--- src/apdc_defines.svh ---
/*
 * Constants of the automatic power-down controller: register offsets,
 * field positions, masks, reset values and the idle period count.
 * Assumes it is included once per compilation unit by bare name.
 */
`ifndef APDC_DEFINES_SVH
`define APDC_DEFINES_SVH

// ----------------------------------------------------------------------
// Register offsets
// ----------------------------------------------------------------------
`define APDC_PM0_OFS 8'h00
`define APDC_PM2_OFS 8'h02
`define APDC_STAT_OFS 8'h04

// ----------------------------------------------------------------------
// Control register 0 fields
// ----------------------------------------------------------------------
`define APDC_PM0_APD_EN 1
`define APDC_PM0_TURBO_OFF 3
`define APDC_PM0_ARR_CLK_OFF 4
`define APDC_PM0_MCELL_CLK_OFF 5
`define APDC_PM0_MASK 8'h3A

// ----------------------------------------------------------------------
// Control register 2 fields
// ----------------------------------------------------------------------
`define APDC_PM2_WR_OFF 2
`define APDC_PM2_RD_OFF 3
`define APDC_PM2_PROGRAM_STORE_ENABLE_OFF 4
`define APDC_PM2_ALE_OFF 5
`define APDC_PM2_MASK 8'h3C

// ----------------------------------------------------------------------
// Status fields, reset values, counts
// ----------------------------------------------------------------------
`define APDC_STAT_PDN 0
`define APDC_STAT_CNTG 1
`define APDC_STAT_CNT_LSB 4
`define APDC_REG_RST 8'h00
`define APDC_CNT_RST 4'h0
`define APDC_IDLE_PERIODS 4'hF

`endif

--- src/apdc_pkg.sv ---
/*
 * Types shared by the automatic power-down controller.
 * Assumes apdc_defines.svh supplies the numeric constants.
 */
package apdc_pkg;

    // ------------------------------------------------------------------
    // Types
    // ------------------------------------------------------------------
    // Gray coded along off -> watch -> down
    typedef enum logic [1:0] {
        APDC_OFF = 2'b00,
        APDC_WATCH = 2'b01,
        APDC_DOWN = 2'b11
    } apdc_state_e;

    typedef logic [7:0] apdc_reg_t;

    // MCU control strobes as seen by the PLD AND array
    typedef struct packed {
        logic wr_n;
        logic rd_n;
        logic program_store_enable_n;
        logic ale;
    } apdc_pld_ctrl_s;

    // Port pin behaviour requests during power-down
    typedef struct packed {
        logic hold_mcu_io;
        logic hold_pld_out;
        logic addr_out_invalid;
        logic periph_tristate;
    } apdc_pin_ctrl_s;

endpackage : apdc_pkg

--- src/apdc_top.sv ---
/*
 * Automatic power-down controller: idle watch on the address strobe,
 * power-down flag, two power management registers and PLD gating.
 * Assumes the MCU reaches the registers over a plain strobe port on
 * sys_clk_i, and that all pin inputs are asynchronous to that clock.
 */
//
// Behaviour
// Fifteen idle input-clock periods raise power-down
// Control 0 bit 1 enables auto power-down
// Strobe pulsing again leaves power-down
// Chip-select low or reset leaves power-down
// Power-down blocks bus, deselects memories
// PLD clock gating never stops counter
// Power-down holds, undefines, tri-states pins
// Control 0 bit 3 turns turbo off
// Control 0 bit 4 gates array clock
// Control 0 bit 5 gates macrocell clock
// Software writes zero to unused bits
// Chip-select low enables memories and I/O; the code gates only mem_enable_o, and I/O stays live
// Control 2 bits disconnect MCU strobes
// Bits 2-5 gate write, read, PROGRAM_STORE_ENABLE, strobe
// Count only when enabled and strobe static
// Registers clear at power-up, keep warm reset
// Strobe edge clears counter and flag
`timescale 1ns/100ps
`include "apdc_defines.svh"

module apdc_top
    import apdc_pkg::*;
#(
    parameter int ADDR_W = 8,
    parameter int CNT_W = 4
) (
    // Clock and resets
    input wire logic sys_clk_i,
    input wire logic srst_i,
    input wire logic por_i,
    // Register port
    input wire logic [ADDR_W-1:0] reg_addr_i,
    input wire logic [7:0] reg_wdata_i,
    input wire logic reg_wr_i,
    input wire logic reg_rd_i,
    output logic [7:0] reg_rdata_o,
    // MCU and port pins
    input wire logic ale_pin_i,
    input wire logic pld_input_clock_i,
    input wire logic chip_select_n_i,
    input wire logic mcu_wr_n_i,
    input wire logic mcu_rd_n_i,
    input wire logic program_store_enable_n_i,
    // Power-down status and blocking
    output logic power_down_flag_o,
    output logic mcu_bus_block_o,
    output logic mem_enable_o,
    // PLD power controls
    output logic pld_turbo_off_o,
    output logic pld_array_clk_o,
    output logic pld_mcell_clk_o,
    output apdc_pld_ctrl_s pld_ctrl_o,
    // Port pin controls
    output apdc_pin_ctrl_s pin_ctrl_o
);

    // ------------------------------------------------------------------
    // Helpers
    // ------------------------------------------------------------------
    // Address match, sized to the port width
    function automatic logic hit(
        input logic [ADDR_W-1:0] addr,
        input logic [7:0] ofs
    );
        hit = (addr == ADDR_W'(ofs));
    endfunction : hit

    // ------------------------------------------------------------------
    // Pin synchronisers
    // ------------------------------------------------------------------
    localparam int NSYNC = 6;

    logic [NSYNC-1:0] pins_raw;
    logic [NSYNC-1:0] sync1_q;
    logic [NSYNC-1:0] sync2_q;
    logic ale_prev_q;
    logic clk_prev_q;

    assign pins_raw = {program_store_enable_n_i, mcu_rd_n_i, mcu_wr_n_i,
                       chip_select_n_i, pld_input_clock_i, ale_pin_i};

    // First stage is read only by the second stage
    always_ff @(posedge sys_clk_i) begin
        sync1_q <= pins_raw;
        sync2_q <= sync1_q;
    end

    wire ale_s = sync2_q[0];
    wire inclk_s = sync2_q[1];
    wire cs_n_s = sync2_q[2];
    wire wr_n_s = sync2_q[3];
    wire rd_n_s = sync2_q[4];
    wire program_store_enable_n_s = sync2_q[5];

    // Edge history on the synchronised copies
    always_ff @(posedge sys_clk_i) begin
        if (por_i) begin
            ale_prev_q <= 1'b0;
            clk_prev_q <= 1'b0;
        end else begin
            ale_prev_q <= ale_s;
            clk_prev_q <= inclk_s;
        end
    end

    // ------------------------------------------------------------------
    // Register decode
    // ------------------------------------------------------------------
    apdc_reg_t pm0_q;
    apdc_reg_t pm0_d;
    apdc_reg_t pm2_q;
    apdc_reg_t pm2_d;

    wire sel_pm0 = hit(reg_addr_i, `APDC_PM0_OFS);
    wire sel_pm2 = hit(reg_addr_i, `APDC_PM2_OFS);
    wire sel_stat = hit(reg_addr_i, `APDC_STAT_OFS);
    wire wr_pm0 = reg_wr_i & sel_pm0;
    wire wr_pm2 = reg_wr_i & sel_pm2;

    // Unused bits are not stored, so they always read back as zero
    assign pm0_d = wr_pm0 ? (reg_wdata_i & `APDC_PM0_MASK) : pm0_q;
    assign pm2_d = wr_pm2 ? (reg_wdata_i & `APDC_PM2_MASK) : pm2_q;

    // Only power-up clears them; warm reset leaves them alone
    always_ff @(posedge sys_clk_i) begin
        if (por_i) begin
            pm0_q <= `APDC_REG_RST;
            pm2_q <= `APDC_REG_RST;
        end else begin
            pm0_q <= pm0_d;
            pm2_q <= pm2_d;
        end
    end

    // ------------------------------------------------------------------
    // Control fields
    // ------------------------------------------------------------------
    wire apd_en = pm0_q[`APDC_PM0_APD_EN];
    wire turbo_off = pm0_q[`APDC_PM0_TURBO_OFF];
    wire arr_clk_off = pm0_q[`APDC_PM0_ARR_CLK_OFF];
    wire mcell_clk_off = pm0_q[`APDC_PM0_MCELL_CLK_OFF];
    wire wr_off = pm2_q[`APDC_PM2_WR_OFF];
    wire rd_off = pm2_q[`APDC_PM2_RD_OFF];
    wire program_store_enable_off = pm2_q[`APDC_PM2_PROGRAM_STORE_ENABLE_OFF];
    wire ale_off = pm2_q[`APDC_PM2_ALE_OFF];

    // ------------------------------------------------------------------
    // Idle detection
    // ------------------------------------------------------------------
    apdc_state_e state_q;
    apdc_state_e state_d;
    logic [CNT_W-1:0] cnt_q;
    logic [CNT_W-1:0] cnt_d;

    // Counter sees the raw input clock, not the PLD-gated copy
    wire period_tick = inclk_s & ~clk_prev_q;
    wire ale_edge = ale_s ^ ale_prev_q;
    wire cs_sel = ~cs_n_s;

    // Any of these forces normal operation and restarts counting
    wire wake = ale_edge | cs_sel | srst_i;

    wire [CNT_W-1:0] cnt_inc = cnt_q + CNT_W'(1);
    wire idle_done = (cnt_inc == CNT_W'(`APDC_IDLE_PERIODS));

    // Next state and counter
    always_comb begin
        state_d = state_q;
        cnt_d = cnt_q;
        unique case (state_q)
            APDC_OFF: begin
                cnt_d = CNT_W'(`APDC_CNT_RST);
                if (apd_en) begin
                    state_d = APDC_WATCH;
                end
            end
            APDC_WATCH: begin
                if (!apd_en) begin
                    state_d = APDC_OFF;
                    cnt_d = CNT_W'(`APDC_CNT_RST);
                end else if (wake) begin
                    cnt_d = CNT_W'(`APDC_CNT_RST);
                end else if (period_tick) begin
                    cnt_d = cnt_inc;
                    if (idle_done) begin
                        state_d = APDC_DOWN;
                    end
                end
            end
            APDC_DOWN: begin
                if (!apd_en) begin
                    state_d = APDC_OFF;
                    cnt_d = CNT_W'(`APDC_CNT_RST);
                end else if (wake) begin
                    state_d = APDC_WATCH;
                    cnt_d = CNT_W'(`APDC_CNT_RST);
                end
            end
            default: begin
                state_d = APDC_OFF;
                cnt_d = CNT_W'(`APDC_CNT_RST);
            end
        endcase
    end

    // Warm reset only restarts the watch through wake; the enable bit survives it
    always_ff @(posedge sys_clk_i) begin
        if (por_i) begin
            state_q <= APDC_OFF;
            cnt_q <= CNT_W'(`APDC_CNT_RST);
        end else begin
            state_q <= state_d;
            cnt_q <= cnt_d;
        end
    end

    wire pdn_d = (state_d == APDC_DOWN);
    wire counting = (state_q == APDC_WATCH);

    // ------------------------------------------------------------------
    // Output decode
    // ------------------------------------------------------------------
    apdc_pld_ctrl_s pld_ctrl_d;
    apdc_pin_ctrl_s pin_ctrl_d;

    // Disconnected strobes sit at their inactive level
    assign pld_ctrl_d.wr_n = wr_n_s | wr_off;
    assign pld_ctrl_d.rd_n = rd_n_s | rd_off;
    assign pld_ctrl_d.program_store_enable_n = program_store_enable_n_s | program_store_enable_off;
    assign pld_ctrl_d.ale = ale_s & ~ale_off;

    // Pin behaviour follows the flag, nothing else
    assign pin_ctrl_d.hold_mcu_io = pdn_d;
    assign pin_ctrl_d.hold_pld_out = pdn_d;
    assign pin_ctrl_d.addr_out_invalid = pdn_d;
    assign pin_ctrl_d.periph_tristate = pdn_d;

    // Chip-select gates memories only; PLD and I/O stay live
    wire mem_en_d = cs_sel & ~pdn_d;

    // Clock copies into the PLD, gated per field
    wire arr_clk_d = inclk_s & ~arr_clk_off;
    wire mcell_clk_d = inclk_s & ~mcell_clk_off;

    // ------------------------------------------------------------------
    // Status and read data
    // ------------------------------------------------------------------
    logic pdn_q;
    apdc_reg_t stat;
    apdc_reg_t rdata_d;

    always_comb begin
        stat = `APDC_REG_RST;
        stat[`APDC_STAT_PDN] = pdn_q;
        stat[`APDC_STAT_CNTG] = counting;
        stat[`APDC_STAT_CNT_LSB +: CNT_W] = cnt_q;
    end

    // Unmapped addresses read zero
    assign rdata_d = !reg_rd_i ? `APDC_REG_RST :
                     sel_pm0 ? pm0_q :
                     sel_pm2 ? pm2_q :
                     sel_stat ? stat :
                     `APDC_REG_RST;

    // ------------------------------------------------------------------
    // Output registers
    // ------------------------------------------------------------------
    // Registered so every pin-facing output is glitch free
    always_ff @(posedge sys_clk_i) begin
        if (por_i) begin
            pdn_q <= 1'b0;
            reg_rdata_o <= `APDC_REG_RST;
            mem_enable_o <= 1'b0;
            pld_turbo_off_o <= 1'b0;
            pld_array_clk_o <= 1'b0;
            pld_mcell_clk_o <= 1'b0;
            pld_ctrl_o <= '0;
            pin_ctrl_o <= '0;
        end else begin
            pdn_q <= pdn_d;
            reg_rdata_o <= rdata_d;
            mem_enable_o <= mem_en_d;
            pld_turbo_off_o <= turbo_off;
            pld_array_clk_o <= arr_clk_d;
            pld_mcell_clk_o <= mcell_clk_d;
            pld_ctrl_o <= pld_ctrl_d;
            pin_ctrl_o <= pin_ctrl_d;
        end
    end

    // Bus block is the flag itself
    assign power_down_flag_o = pdn_q;
    assign mcu_bus_block_o = pdn_q;

endmodule : apdc_top

--- config.mk ---
export PLATFORM = sky130hd
export DESIGN_NAME = apdc_top
export DESIGN_NICKNAME = d
export VERILOG_FILES = /design/src/apdc_pkg.sv /design/src/apdc_top.sv
export VERILOG_INCLUDE_DIRS = /design/src
export SDC_FILE = /design/constraint.sdc
export NUM_CORES = 1
export LEC_CHECK = 0
export BUFFER_PORTS_ARGS = -buffer_cell sky130_fd_sc_hd__buf_2
export CAP_MARGIN = 20
export CORE_UTILIZATION = 40
export CTS_BUF_LIST = sky130_fd_sc_hd__clkbuf_8
export DETAILED_ROUTE_END_ITERATION = 7
export GPL_ROUTABILITY_DRIVEN = 0
export GPL_TIMING_DRIVEN = 0
export HOLD_SLACK_MARGIN = 0.1
export PLACE_DENSITY = 0.7
export SLEW_MARGIN = 20
export SYNTH_ARGS = -nofsm -noshare
export SYNTH_HDL_FRONTEND = slang
export SYNTH_SLANG_ARGS = --single-unit
--- constraint.sdc ---
create_clock -name sys_clk_i -period 1.6 [get_ports sys_clk_i]
set_input_delay 0.16 -clock sys_clk_i [delete_from_list [all_inputs] [get_ports sys_clk_i]]
set_output_delay 0.16 -clock sys_clk_i [all_outputs]
set_load 0.01 [all_outputs]
== After elaboration in Yosys (flattened, before gate mapping) ==
Cells that the tools add are included.
Storage, ports and cells
  register bits after elaboration: 45
  output and inout bits: 22
  word-level logic and storage cells: 73
Cells by class
  $add $sub $neg: 1
  equal/unequal tests: 8
  muxes and demuxes: 17
  bitwise gates (word level): 21
  reduce and logical (&&, ||, !) cells: 6
Operator list (number)
  $mux W4: 5
  $mux W6: 3
  $mux W2: 7
  $eq A8 B2 Y1 const B: 1
  $eq A8 B3 Y1 const B: 1
  $logic_not A8 Y1: 1
  $not A1 Y1: 8
  $pmux W4 S2: 1
  $and A1 B1 Y1: 7
  $pmux W2 S3: 1
  $or A1 B1 Y1: 5
  $reduce_or A5 Y1: 1
  $add A4 B1 Y4 const B: 1
  $eq A2 B2 Y1 const B: 2
  $eq A4 B4 Y1 const B: 1
  $ne A4 B4 Y1 const B: 1
  $ne A3 B3 Y1 const B: 1
  $reduce_or A3 Y1: 1
  $eq A2 B1 Y1 const B: 1
  $logic_not A2 Y1: 1
  $reduce_and A2 Y1: 1
  $reduce_or A2 Y1: 1
  $xor A1 B1 Y1: 1

== Longest topological paths before layout ==
  depth in word-level cells: 10
  mapped depth: 5
  gate-level depth less buffers: 4

== Worst setup path after synthesis ==
No wires, ideal clock.
  kind: input port to flip-flop
  start: input port reg_addr_i[2]
  end: register pm0_q[3]
  arrival: 1.389 ns
  setup slack: 0.088 ns
  stages: 5
  cells stage by stage: buf_6 or4b_4 buf_6 nor3_4 mux2_1
Between the ends
  cells in the longest elaborated chain, start to end: 2
Ends and longest elaborated chain
  start: declaration: line apdc_top.sv:40  | input wire logic [ADDR_W-1:0] reg_addr_i,
  $logic_not A8 Y1: line apdc_top.sv:73  | hit = (addr == ADDR_W'(ofs));
  $and A1 B1 Y1: line apdc_top.sv:125  | wire wr_pm0 = reg_wr_i & sel_pm0;
  end signal: assignment: line apdc_top.sv:135  | pm0_q <= `APDC_REG_RST;
  end signal: assignment: line apdc_top.sv:138  | pm0_q <= pm0_d;
  end: declaration: line apdc_top.sv:117  | apdc_reg_t pm0_q;
Every way passes these cells.
A chain may end at the register's enable or synchronous reset.

== Worst setup path in the final report ==
  start: register pm0_q[1]
  end: register state_q[1]
Between the ends
  cells in the longest elaborated chain, start to end: 2
Ends and longest elaborated chain
  $mux W2 (on tied branches): line apdc_top.sv:199, apdc_top.sv:181, apdc_top.sv:186
  $pmux W2 S3 *: line apdc_top.sv:178  | unique case (state_q)
  end signal: assignment: line apdc_top.sv:220  | state_q <= state_d;
  end: declaration: line apdc_top.sv:158  | apdc_state_e state_q;
Mark *: on every way between the ends. The rest lies on a longest branch, timed or not.

==> results.cfg <==
[die]
die_w_um = 64.9
rows = 22
dieArea_um2 = 4220
start_util_pct = 42.6
io_pins = 49
core-area_um2 = 3720
die_y_um = 64.9

[logic_synthesis]
ys_async_sr_fraction_pct = 0
yosysTopAreaCellShare_pct = 56.9
ys_ff_latch = 45
ys.warnings.count = 0
synth_flop_cell = dfxtp_1
avgSynthCellArea_um2 = 10.7
synth_top_family_by_area = simple AND/OR/NAND/NOR gates
synthAdderAreaFrac_pct = 1.58
yosysTopAreaCell = dfxtp_1
synth_compound_area_share_pct = 9.48
synthSimpleGateAreaFrac_pct = 20.4
synth_edf_count = 0
ys_types = 35
synth.most_common_cell = dfxtp_1
synthTopCellsByArea = dfxtp_1 57%, nor2_1 3.3%, a21oi_1 2.8%
yosysSeqAreaShare_pct = 56.9
netlist_area_um2 = 1580
synth_xor_area_share_pct = 2.21
synth_mux_area_share_pct = 3.24
syn-num-nets = 177
synth_commonest_cells = 45 x dfxtp_1, 14 x nor2_1, 9 x a21oi_1
synthCells = 148

[critical_path]
cp_slowest_cell = or4_1
worstSetupPathType = flop to flop
arrival_ps = 1650
path_delay_family = simple AND/OR/NAND/NOR gates
worstPathRequired_ps = 1810
crit_path_end_kind = flop
path_buf_inv = 1
cpPeakStageDelay_ps = 530
start_kind = flop
cp_max_fo = 6
path_cells = nand2b_1 -> or4_1 -> clkbuf_1 -> a211oi_1

[finish]
final_core_util_pct = 54.7
diodes = 0
layoutNonFillerInstCount = 255
syn2layout_area_growth_pct = 28.3
nNetsFinal = 235
drive_above_1_share_pct = 31.4
fin_area_um2 = 2030

[grt]
antenna_found_initial = 0
grt_max_degree = 16
overflow = 0
grt_use_total_pct = 16.3
grt_pass1_wl_mm = 5.08
grt_pass1_vias = 1156

[sta]
rsz0062_at_grt = false
skew_ps = 7.53
fin_crit_ps = 1430
slew_viol_final = 0
worst_pin_slew_ps = 648
finalCritPeriodShare_pct = 89.5
finalHoldViolCount = 0
whs_ps = 129
fmax_ghz = 0.698
setup_viol_count_final = 0
relSlewSlack_pct = 56.7

[placement]
hpwl_mm = 2.21
dpl_cell_area_um2 = 1860
placedCellCount = 240
portBuffers = 44

[drt]
vias_per_cell = 4.91
first_pass_iters = 4
wl_per_cell_um = 12.0
drt-initial-drc-count = 78
drt-total-wl_mm = 3.06
antenna_left = 0
drc = 0
dr_total_vias = 1253

[clocking]
insertion_delay_ps = 300
cts.sinks = 45
numCtsBuffers = 5
path_clk_slew_ps = 80
cts_resized = 0
clockBufferDepth = 2
clock-root-buffer = clkbuf_8
tritoncts = yes
htreeDepth = 2

[pwr]
leakage_nw = 0.868
total_power_mw = 1.97
power_density_nw_per_um2 = 968
peakVddDrop_uv = 601

[job]
drv_cap = 0

[min_path]
min_path_type = primary input to flop

[status]
status = completed
-- repair_timing --
| action | CTS | global route |
|---|---|---|
| hold buffers | 7 | 0 |
| setup buffers | 0 | 0 |
| endpoints found under the hold margin | 8 | 0 |
-- flip-flops by register name (all words and copies together) (netlist names) --
name             flops
sync1_q              6
sync2_q              6
pm0_q                4
pld_array_clk_o      1
state_q              2
ale_prev_q           1
pld_ctrl_o           4
pld_turbo_off_o      1
clk_prev_q           1
pm2_q                4
cnt_q                4
pld_mcell_clk_o      1
mem_enable_o         1
mcu_bus_block_o      1
reg_rdata_o          8
-- power breakdown --
| part | switching (mW) | internal, mW | leakage [nW] | total (mW) |
|---|---|---|---|---|
| sequential | 0.00899 | 1.15 | 0.369 | 1.16 |
| clock | 0.384 | 0.306 | 0.0364 | 0.689 |
| combinational | 0.0613 | 0.0601 | 0.462 | 0.121 |
| total | 0.454 | 1.51 | 0.868 | 1.97 |
-- kinds of logic (layout without fill, tap and decap cells) --
| group | Yosys count | in the layout |
|---|---|---|
| muxes | 5 | 5 |
| AOI/OAI and AO/OA | 23 | 23 |
| adders and majority gates | 2 | 2 |
| DFF | 45 | 45 |
| and+or+nand+nor | 52 | 52 |
| buffers and inverters | 17 | 76 |
| xor gates and xnor gates | 4 | 4 |
-- worst reg2reg max path: stages, from the launching register on --
cell and delay, ps:
dfxtp_1 330, nand2b_1 90, or4_1 540, clkbuf_1 190, a211oi_1 200
-- cells in the final DEF, fill, tap and decap left out, types with 2 or more instances in the layout --
master,instances
and4_1,2
clkinvlp_4,3
nand4_1,6
buf_2,45
o31ai_1,6
nor2b_1,6
clkbuf_8,5
ha_1,2
buf_6,2
buf_4,5
or4_1,2
clkbuf_1,3
inv_1,6
a2bb2oi_1,2
nand2b_1,3
nand2_1,6
xor2_1,3
nor3_1,3
a211oi_1,3
nor2_1,14
dlygate4sd3_1,7
a21oi_1,9
dfxtp_1,45
mux2i_1,4
-- layout make-up --
type                            count  area [um^2]
Multi-Input combinational cell     86          591
Timing Repair Buffer               51          290
Clock inverter                      3         22.5
Fill cell                         343         1680
Sequential cell                    45          901
Inverter                            6         22.5
Clock buffer                        5         68.8
Tap cell                           48         60.1
Buffer                             11         76.3
-- through the flow --
stage                     TNS (ps)  setup slack, ps
after floorplan                  0             87.6
after global placement        -104            -46.7
after detailed placement      -170            -44.3
after CTS                        0              198
after global routing             0             65.3
final                            0              168
-- routing by layer --
metal / GRT usage [%] / routed length, um / up-vias
met5: 0 / 0 / -
met4: 10.0 / 56 / 0
met3: 4.58 / 204 / 4
met2: 25.1 / 1440 / 46
met1: 20.0 / 1360 / 574
li1: - / - / 629
-- worst paths after layout --
| kind | endpoint | cells after the start | slack, ps | start |
|---|---|---|---|---|
| setup / recovery | state_q[1]$_SDFF_PP0_ | 4 | 170 | pm0_q[1]$_SDFFE_PP0P_ |
| hold / removal | pm0_q[1]$_SDFFE_PP0P_ | 3 | 130 | reg_wdata_i[1] |
| setup reg to reg | state_q[1]$_SDFF_PP0_ | 4 | 170 | pm0_q[1]$_SDFFE_PP0P_ |
| hold reg to reg | sync2_q[1]$_DFF_P_ | 0 | 330 | sync1_q[1]$_DFF_P_ |
No activity file was read; power rests on OpenSTA's default activity.
